File: src/shared/duflg_cfg.svh
/*
 Register offsets, status bit positions, reset values and buffer sizes
 for the two-channel serial status block.
 Assumes it is included by its bare name wherever a constant is needed.
*/
`ifndef DUFLG_CFG_SVH
`define DUFLG_CFG_SVH

// ----------------------------------------
// Register addresses
// ----------------------------------------
`define DUFLG_ADDR_DATA_CH0 32'h01f800e0
`define DUFLG_ADDR_DATA_CH1 32'h01f800e4
`define DUFLG_ADDR_STATUS 32'h01f800e8

// ----------------------------------------
// Status bit positions, channel 0 base
// ----------------------------------------
`define DUFLG_CH_STRIDE 16
`define DUFLG_BIT_RX_READY 0
`define DUFLG_BIT_TX_SHIFT_EMPTY 1
`define DUFLG_BIT_TX_HOLD_EMPTY 2
`define DUFLG_BIT_FRAME_ERR 4
`define DUFLG_BIT_PARITY_ERR 5
`define DUFLG_BIT_OVERRUN_ERR 6
`define DUFLG_BIT_CHAN_CLEAR 7

// ----------------------------------------
// Reset values and sizes
// ----------------------------------------
`define DUFLG_RX_BYTE_RESET 8'h00
`define DUFLG_BYTE_WIDTH 8
`define DUFLG_FIFO_DEPTH 8

`endif

File: src/shared/duflg_pkg.sv
/*
 Types shared by the two-channel serial status block.
 Assumes duflg_cfg.svh is on the include path.
*/
`include "duflg_cfg.svh"

package duflg_pkg;
   typedef logic [`DUFLG_BYTE_WIDTH-1:0] duflg_byte_type;
   typedef logic [31:0] duflg_word_type;
endpackage

File: src/duflg_fifo.sv
/*
 Synchronous FIFO with parameter width and depth, valid/ready both sides.
 Assumes one clock, active-low asynchronous reset, depth a power of two.
*/
`timescale 1ns/1ps

module duflg_fifo #(
   parameter int WIDTH = 8,
   parameter int DEPTH = 8
) (
   input wire logic clock,
   input wire logic rst_b,
   input wire logic flush,
   input wire logic in_valid,
   output logic in_ready,
   input wire logic [WIDTH-1:0] in_data,
   output logic out_valid,
   input wire logic out_ready,
   output logic [WIDTH-1:0] out_data
);
   localparam int AW = $clog2(DEPTH);

   logic [WIDTH-1:0] mem_r [DEPTH];
   logic [AW-1:0] wr_ptr_r;
   logic [AW-1:0] rd_ptr_r;
   logic [AW:0] count_r;
   wire push = in_valid && in_ready;
   wire pop = out_valid && out_ready;

   assign in_ready = (count_r != DEPTH[AW:0]);
   assign out_valid = (count_r != '0);
   assign out_data = mem_r[rd_ptr_r];

   always_ff @(posedge clock) begin
      if (push) begin
         mem_r[wr_ptr_r] <= in_data;
      end
   end

   always_ff @(posedge clock or negedge rst_b) begin
      if (!rst_b) begin
         wr_ptr_r <= '0;
         rd_ptr_r <= '0;
         count_r <= '0;
      end else if (flush) begin
         wr_ptr_r <= '0;
         rd_ptr_r <= '0;
         count_r <= '0;
      end else begin
         if (push) begin
            wr_ptr_r <= wr_ptr_r + 1'b1;
         end
         if (pop) begin
            rd_ptr_r <= rd_ptr_r + 1'b1;
         end
         if (push && !pop) begin
            count_r <= count_r + 1'b1;
         end else if (pop && !push) begin
            count_r <= count_r - 1'b1;
         end
      end
   end
endmodule

File: src/duflg_top.sv
/*
 Status flags, data registers and transmit buffering for two serial
 channels, reached over a simple register read/write port.
 Assumes the framing engines run on the same clock and give one-cycle
 receive strobes; all register accesses are whole 32-bit words.
*/
`timescale 1ns/1ps
`include "duflg_cfg.svh"

module duflg_top
   import duflg_pkg::*;
(
   input wire logic clock,
   input wire logic rst_b,
   input wire logic [31:0] reg_addr,
   input wire logic reg_rd,
   input wire logic reg_wr,
   input wire logic [31:0] reg_wdata,
   output duflg_word_type reg_rdata,
   input wire logic rx_strobe_ch0,
   input wire logic rx_strobe_ch1,
   input wire logic [7:0] rx_data_ch0,
   input wire logic [7:0] rx_data_ch1,
   input wire logic rx_frame_bad_ch0,
   input wire logic rx_frame_bad_ch1,
   input wire logic rx_parity_bad_ch0,
   input wire logic rx_parity_bad_ch1,
   input wire logic tx_idle_ch0,
   input wire logic tx_idle_ch1,
   output duflg_byte_type tx_byte_ch0,
   output duflg_byte_type tx_byte_ch1,
   output logic tx_load_ch0,
   output logic tx_load_ch1,
   output logic chan_reset_ch0,
   output logic chan_reset_ch1
);
   // ----------------------------------------
   // Address decode
   // ----------------------------------------
   function automatic logic [2:0] addr_hit(input logic [31:0] a);
      addr_hit = {a == `DUFLG_ADDR_STATUS, a == `DUFLG_ADDR_DATA_CH1,
                  a == `DUFLG_ADDR_DATA_CH0};
   endfunction

   wire [2:0] hit = addr_hit(reg_addr);
   wire status_wr = reg_wr && hit[2];

   // Per-channel views of the ports
   wire [1:0] rx_strobe = {rx_strobe_ch1, rx_strobe_ch0};
   wire [7:0] rx_data [2];
   wire [1:0] rx_frame_bad = {rx_frame_bad_ch1, rx_frame_bad_ch0};
   wire [1:0] rx_parity_bad = {rx_parity_bad_ch1, rx_parity_bad_ch0};
   wire [1:0] tx_idle = {tx_idle_ch1, tx_idle_ch0};
   assign rx_data[0] = rx_data_ch0;
   assign rx_data[1] = rx_data_ch1;

   duflg_byte_type rx_byte_r [2];
   duflg_byte_type tx_byte_r [2];
   logic [1:0] rx_ready_r;
   logic [1:0] frame_err_r;
   logic [1:0] parity_err_r;
   logic [1:0] overrun_err_r;
   logic [1:0] tx_load_r;
   logic [1:0] chan_clear_r;
   logic [1:0] hold_empty;
   logic [1:0] shift_empty;
   logic [15:0] chan_status [2];

   // ----------------------------------------
   // Channel logic
   // ----------------------------------------
   genvar ch;
   generate
      for (ch = 0; ch < 2; ch++) begin : g_chan
         wire data_rd = reg_rd && hit[ch];
         wire data_wr = reg_wr && hit[ch];
         wire clear_req = status_wr &&
            reg_wdata[ch*`DUFLG_CH_STRIDE + `DUFLG_BIT_CHAN_CLEAR];
         wire fifo_ready;
         wire fifo_valid;
         wire [7:0] fifo_data;
         wire take = fifo_valid && tx_idle[ch] && !tx_load_r[ch];

         // transmit queue, holding empty clears when the queue is full
         duflg_fifo #(
            .WIDTH(`DUFLG_BYTE_WIDTH),
            .DEPTH(`DUFLG_FIFO_DEPTH)
         ) u_tx_fifo (
            .clock(clock),
            .rst_b(rst_b),
            .flush(clear_req),
            .in_valid(data_wr),
            .in_ready(fifo_ready),
            .in_data(reg_wdata[7:0]),
            .out_valid(fifo_valid),
            .out_ready(take),
            .out_data(fifo_data)
         );

         assign hold_empty[ch] = fifo_ready;
         assign shift_empty[ch] = tx_idle[ch] && !tx_load_r[ch] &&
                                  !fifo_valid;
         assign chan_status[ch] = {8'h00, 1'b0, overrun_err_r[ch],
            parity_err_r[ch], frame_err_r[ch], 1'b0, hold_empty[ch],
            shift_empty[ch], rx_ready_r[ch]};

         always_ff @(posedge clock or negedge rst_b) begin
            if (!rst_b) begin
               rx_byte_r[ch] <= `DUFLG_RX_BYTE_RESET;
               tx_byte_r[ch] <= 8'h00;
               rx_ready_r[ch] <= 1'b0;
               frame_err_r[ch] <= 1'b0;
               parity_err_r[ch] <= 1'b0;
               overrun_err_r[ch] <= 1'b0;
               tx_load_r[ch] <= 1'b0;
               chan_clear_r[ch] <= 1'b0;
            end else if (clear_req) begin
               rx_ready_r[ch] <= 1'b0;
               frame_err_r[ch] <= 1'b0;
               parity_err_r[ch] <= 1'b0;
               overrun_err_r[ch] <= 1'b0;
               tx_load_r[ch] <= 1'b0;
               chan_clear_r[ch] <= 1'b1;
            end else begin
               chan_clear_r[ch] <= 1'b0;
               tx_load_r[ch] <= take;
               if (take) begin
                  tx_byte_r[ch] <= fifo_data;
               end
               if (rx_strobe[ch]) begin
                  rx_byte_r[ch] <= rx_data[ch];
               end
               // ready set wins over read clear
               rx_ready_r[ch] <= rx_strobe[ch] ||
                                 (rx_ready_r[ch] && !data_rd);
               if (rx_strobe[ch] && rx_frame_bad[ch]) begin
                  frame_err_r[ch] <= 1'b1;
               end
               if (rx_strobe[ch] && rx_parity_bad[ch]) begin
                  parity_err_r[ch] <= 1'b1;
               end
               if (rx_strobe[ch] && rx_ready_r[ch] && !data_rd) begin
                  overrun_err_r[ch] <= 1'b1;
               end
            end
         end
      end
   endgenerate

   // ----------------------------------------
   // Read data
   // ----------------------------------------
   // upper bits read zero
   wire [31:0] rd_mux = hit[0] ? {24'h000000, rx_byte_r[0]} :
                        hit[1] ? {24'h000000, rx_byte_r[1]} :
                        hit[2] ? {chan_status[1], chan_status[0]} :
                        32'h00000000;

   always_ff @(posedge clock or negedge rst_b) begin
      if (!rst_b) begin
         reg_rdata <= 32'h00000000;
      end else if (reg_rd) begin
         reg_rdata <= rd_mux;
      end
   end

   assign tx_byte_ch0 = tx_byte_r[0];
   assign tx_byte_ch1 = tx_byte_r[1];
   assign tx_load_ch0 = tx_load_r[0];
   assign tx_load_ch1 = tx_load_r[1];
   assign chan_reset_ch0 = chan_clear_r[0];
   assign chan_reset_ch1 = chan_clear_r[1];
endmodule

File: config.mk
export PLATFORM = sky130hd
export DESIGN_NAME = duflg_top
export DESIGN_NICKNAME = d
export VERILOG_FILES = /design/src/shared/duflg_pkg.sv /design/src/duflg_fifo.sv /design/src/duflg_top.sv
export VERILOG_INCLUDE_DIRS = /design/src /design/src/shared
export SDC_FILE = /design/constraint.sdc
export NUM_CORES = 1
export LEC_CHECK = 0
export ABC_AREA = 0
export BUFFER_PORTS_ARGS = -buffer_cell sky130_fd_sc_hd__buf_2
export CORE_ASPECT_RATIO = 1.75
export CORE_MARGIN = 2
export CORE_UTILIZATION = 51
export DETAILED_ROUTE_END_ITERATION = 10
export PLACE_DENSITY_LB_ADDON = 0.12
export SLEW_MARGIN = 20
export SYNTH_ARGS = -nofsm -noshare
export SYNTH_HDL_FRONTEND = slang
export SYNTH_SLANG_ARGS = --single-unit
File: constraint.sdc
create_clock -name clock -period 3.72 [get_ports clock]
set_clock_uncertainty 0.15 [all_clocks]
set_input_delay 0.744 -clock clock [delete_from_list [all_inputs] [get_ports clock]]
set_output_delay 0.744 -clock clock [all_outputs]
set_load 0.005 [all_outputs]
== Word-level counts from Yosys, hierarchy flattened ==
Memory sizes are Yosys's and may differ from the RTL's. A register that Yosys moved wholly into a read port is not among the register bits.
Index checks and enable logic that the tools add are counted.
Operators by class
  add/subtract/negate cells: 8
  equality and inequality tests: 5
  muxes and demuxes: 39
  bitwise logic cells: 2
  reduce and logical (&&, ||, !) cells: 65
Operators with widths (number)
  equality test 32 x 25 -> 1 bit (second input constant): 3
  2-to-1 mux 23 bit: 3
  logical AND 1 bit: 33
  2-to-1 mux 3 bit: 8
  2-to-1 mux 4 bit: 6
  2-to-1 mux 1 bit: 22
  nonzero test 2 bit: 10
  adder 3 x 1 -> 3 bit (second input constant): 4
  logical NOT 1 bit: 12
  adder 4 x 1 -> 4 bit (second input constant): 2
  inequality test 4 bit (second input constant): 2
  AND reduction 2 bit: 4
  nonzero test 4 bit: 2
  subtractor 4 x 1 -> 4 bit (second input constant): 2
  nonzero test 3 bit: 2
  logical OR 1 bit: 2
  inverter 1 bit: 2
Storage, ports and cells
  bits in registers: 80
  bits in writable memories: 128
  input port bits: 92
  output and inout bits: 52
  word-level logic and storage cells: 142
  memories kept: 2
Memory list
  g_chan[0].u_tx_fifo.mem_r: depth 8, bits a word 8, read ports 1, clocked after Yosys merged registers in 1, write ports 1, RTL line duflg_fifo.sv:23  | logic [WIDTH-1:0] mem_r [DEPTH];
  g_chan[1].u_tx_fifo.mem_r: depth 8, bits a word 8, read ports 1, clocked after Yosys merged registers in 1, write ports 1, RTL line duflg_fifo.sv:23

== Depth between registers and ports, before layout ==
  depth after elaboration: 8
  depth in mapped cells: 12

== Hierarchy ==
A second synthesis with hierarchy kept.
Unflattened totals
  cell total of the unflattened synthesis: 645
  area, all modules: 9330.2 µm²
By module, submodules not included
  duflg_fifo at g_chan[0].u_tx_fifo: times used 1, cells each 174, area each 3133.0 µm²
  duflg_fifo at g_chan[1].u_tx_fifo: times used 1, cells each 173, area each 3129.3 µm²
  duflg_top: times used 1, cells each 298, area each 3067.9 µm²

== Worst setup path after synthesis ==
Ideal clock, no wire load.
  path kind: input port to flip-flop
  start point: input port reg_addr[11]
  end point: memory g_chan[0].u_tx_fifo.mem_r[2][0] (enable)
  setup time: 0.398 ns
  arrival time: 2.932 ns
  slack: 0.240 ns
  cell stages on the path: 5
  buffers on the path: 1
  cell sequence: nor4_2 -> nand4_1 -> or4b_4 -> buf_6 -> nor4b_1
Between the ends
  longest elaborated chain between the ends: 5
Ends and longest elaborated chain
  start, declared: RTL line duflg_top.sv:15  | input wire logic [31:0] reg_addr,
  equality test 32 x 25 -> 1 bit (no line)
  logical AND 1 bit: RTL line duflg_top.sv:76  | wire data_wr = reg_wr && hit[ch];
  logical AND 1 bit: RTL line duflg_fifo.sv:27  | wire push = in_valid && in_ready;
  2-to-1 mux 1 bit: RTL line duflg_fifo.sv:35  | if (push) begin
  2-to-1 mux 1 bit (implied by the code): RTL line duflg_fifo.sv:36  | mem_r[wr_ptr_r] <= in_data;
  end, declared: RTL line duflg_fifo.sv:23
No other way between the ends.

== Worst setup path in the final report ==
  start point: input port reg_addr[31]
  end point: register g_chan[0].u_tx_fifo.count_r[3]
Between the ends
  longest elaborated chain between the ends: 6
  elaborated cells between the ends (all ways): 12
Ends and longest elaborated chain
  equality test 32 x 25 -> 1 bit (no line)
  logical AND 1 bit: RTL line duflg_top.sv:76
  logical AND 1 bit: RTL line duflg_fifo.sv:27
  logical AND 1 bit or logical NOT 1 bit (tied branches): RTL line duflg_fifo.sv:56, duflg_fifo.sv:58
  2-to-1 mux 4 bit or logical AND 1 bit (tied branches): RTL line duflg_fifo.sv:56, duflg_fifo.sv:58
  2-to-1 mux 4 bit or nonzero test 3 bit (tied branches)
  end signal, assigned: RTL line duflg_fifo.sv:57  | count_r <= count_r + 1'b1;
  end signal, assigned: RTL line duflg_fifo.sv:59  | count_r <= count_r - 1'b1;
  end, declared: RTL line duflg_fifo.sv:26  | logic [AW:0] count_r;
Several ways; a longest one is shown, not always the timed one.
A chain may end at the register's enable or synchronous reset.

==> impl_metrics.ini <==
[final_layout]
antennaDiodeCount = 0
nNetsFinal = 782
syn2layout_area_growth_pct = 16.1
layout-drive-gt1-share = 0.374

[synthesis]
synth_area_um2 = 8850
ys_warn_count = 0
synth.area.top_cells = edfxtp_1, dfrtp_1, mux4_2, mux2_2, buf_4
ys.flop_type = edfxtp_1
ys_types = 58
synth_edf_count = 128
avgSynthCellArea_um2 = 15.9
synth_top_area_frac = 0.435
ys_ff_latch = 206
yosysSeqAreaShare = 0.655
synth_cells = 557
synthArstFlopShare = 0.379
synth_top_area_cell = edfxtp_1

[worst_setup_path]
r2r_slack_ns = 0.71
crit_chain = buf_2, nor4_2, nand4_1, or4b_4, or2_2, ha_1, a21o_1, a21oi_1, nor2_1, mux2i_1, mux2i_1
critical_path.slowest_cell = or4b_4
max_stage_delay_ns = 0.52
r2r_end = g_chan[0].u_tx_fifo.count_r[3]
end_kind = flip-flop
r2r_start = g_chan[0].u_tx_fifo.count_r[1]
critical_path_arrival_ns = 3.34
reg2reg_depth = 9
crit_top_cell = mux2i_1
critical_path_class = in -> reg
path_max_fanout = 3
start_kind = input pin
cp.required_ns = 3.97

[cts]
cts_tree = done
numClockSinks = 206
clk_pin_slew_worst_paths_ns = 0.06
cts_hold_buf = 0
htreeDepth = 1
clk_path_buf_depth = 3
cts_inserted_buffers = 19
cts_setup_buffers = 0
root_buffer = clkbuf_16
postCtsResizedCells = 0
clock_latency_ns = 0.48

[floorplanning]
die_w_um = 104
die_h_um = 178
core_area_um2 = 16900
die_area_um2 = 18500
io_pins = 144
rows = 63
initial_core_util = 0.522

[global_routing]
grt_max_degree = 79
grt-busiest-layer = met2
antenna_found_initial = 0
grt-ovfl-total = 0
grt_pass1_vias = 5463
grt_pass1_wl_um = 28600
met3_usage = 0.0300
grt_util_met2 = 0.385
use_met1 = 0.218
grtUsageTotal = 0.199

[place]
portBuffers = 102
routabilityCongestion = 0.846
dpl.hpwl_um = 12600

[timing]
finalHoldViolCount = 0
fin_crit_ns = 3.09
fmax_mhz = 323
slew_viol_final = 0
timing.setup.tns_ns = 0
setup_viol = 0
finalCritPeriodShare = 0.831
hold-worst-slack_ns = 0.0866
rsz0062_at_grt = false
slew_headroom = 0.450
worst_slew_pin_slew_ns = 0.825

[job]
max_cap_violations = 0

[route]
drt_iter0_markers = 182
post_drt_wl_per_cell_um = 19.6
drc = 0
firstDrtPassIters = 4
ant_nets = 0
avgViaCountPerCell = 5.52
vias = 5076
routed_wl_um = 18000

[power_and_ir_drop]
p_leak_nw = 4.05
ir_drop_uv = 344
power.density_nw_per_um2 = 526

[hold_path]
hold_path.class = in -> async

[status]
status = finished clean
critical path, delay by kind of cell:
family	cells	cell delay, ns
muxes	2	0.38
buffers and inverters	1	0.11
AOI/OAI and AO/OA	2	0.35
adders and majority gates	1	0.30
and+or+nand+nor	5	1.45
stage by stage:
step / total power, mW / util / setup slack (ns) / area (µm²) / instances
floorplan: 3.30 / - / 0.240 / 8910 / 574
global placement: 3.56 / 0.570 / 0.252 / 9670 / 886
detailed placement: 3.58 / 0.570 / 0.134 / 9670 / 886
CTS: 5.47 / 0.606 / 0.629 / 10300 / 919
global route: 5.63 / 0.606 / 0.540 / 10300 / 919
finish: 5.40 / 0.606 / 0.628 / 10300 / 919
report_power, final:
| group | total (mW) | internal [mW] | switching [mW] |
|---|---|---|---|
| Clock | 1.87 | 1.07 | 0.803 |
| Sequential | 2.69 | 2.56 | 0.130 |
| Combinational | 0.833 | 0.479 | 0.355 |
| Total | 5.40 | 4.11 | 1.29 |
layout by cell type (no fill, tap or decap), types with 6 or more instances in the layout:
cell / netlist / layout
edfxtp_1: 128 / 128
buf_2: 7 / 101
dfrtp_1: 78 / 78
mux2_2: 51 / 51
mux4_2: 32 / 32
buf_4: 18 / 29
nor2_1: 26 / 26
inv_1: 23 / 23
clkbuf_16: 0 / 19
conb_1: 1 / 18
a21oi_1: 16 / 16
nand2_1: 16 / 16
o21ai_0: 11 / 11
mux2i_1: 10 / 10
ha_1: 8 / 8
nor3_1: 7 / 7
nor4_1: 7 / 7
a22o_1: 6 / 6
synth_stat cells, types with 4 or more instances:
| master | n |
|---|---|
| nor2_1 | 26 |
| nand3_1 | 5 |
| buf_4 | 18 |
| edfxtp_1 | 128 |
| clkbuf_1 | 17 |
| o2bb2ai_1 | 4 |
| ha_1 | 8 |
| a22o_1 | 6 |
| mux4_2 | 32 |
| dfrtp_1 | 78 |
| a21oi_1 | 16 |
| mux2_2 | 51 |
| nor4b_1 | 5 |
| and4_1 | 4 |
| o21ai_0 | 11 |
| or3_1 | 5 |
| buf_2 | 7 |
| nor2b_1 | 5 |
| nand2_1 | 16 |
| xnor2_1 | 5 |
| inv_1 | 23 |
| nor3_1 | 7 |
| or2_2 | 4 |
| xor2_1 | 5 |
| mux2i_1 | 10 |
| nor4_1 | 7 |
flip-flops by register name, indices dropped and copies added (netlist names):
signal	cells
g_chan.u_tx_fifo.mem_r	128
g_chan.u_tx_fifo.count_r	8
rx_byte_r	16
tx_load_ch1	1
chan_reset_ch0	1
tx_byte_ch1	8
chan_status	8
tx_byte_ch0	8
g_chan.u_tx_fifo.wr_ptr_r	6
reg_rdata	14
chan_reset_ch1	1
tx_load_ch0	1
g_chan.u_tx_fifo.rd_ptr_r	6
metal layers:
metal,up-vias,share of wire
met5,-,0
met2,161,0.55
met4,0,0.033
met1,2548,0.36
li1,2326,-
met3,41,0.049
cell families after synthesis:
logic type	after synthesis	share of synthesized area
AOI/OAI and AO/OA	56	0.0429
xor gates and xnor gates	10	0.00990
adders and majority gates	10	0.0158
buffers and inverters	69	0.0388
DFF	206	0.655
muxes	93	0.158
other	1	0.000424
and+or+nand+nor	112	0.0793
worst max path at each step:
stage,endpoint,slack (ns),start,depth (start not counted)
global placement,g_chan[0].u_tx_fifo.count_r[3],0.25,reg_addr[27],11
floorplan,g_chan[0].u_tx_fifo.mem_r[2][0],0.24,reg_addr[11],5
finish,g_chan[0].u_tx_fifo.count_r[3],0.63,reg_addr[31],11
CTS,g_chan[0].u_tx_fifo.count_r[3],0.63,reg_addr[31],11
detailed placement,g_chan[0].u_tx_fifo.count_r[3],0.13,reg_addr[31],11
global route,g_chan[0].u_tx_fifo.count_r[3],0.54,reg_addr[31],11
final cells by class:
| type | instances | area, µm² |
|---|---|---|
| inverters | 23 | 86.3 |
| repair buffers | 131 | 734 |
| fillers | 1306 | 6680 |
| clock inverters | 7 | 63.8 |
| multi-input cells | 299 | 2770 |
| flip-flops and latches | 206 | 5800 |
| clock buffers | 26 | 532 |
| well taps | 227 | 284 |
Note: power is estimated with default switching activity, not from simulation.
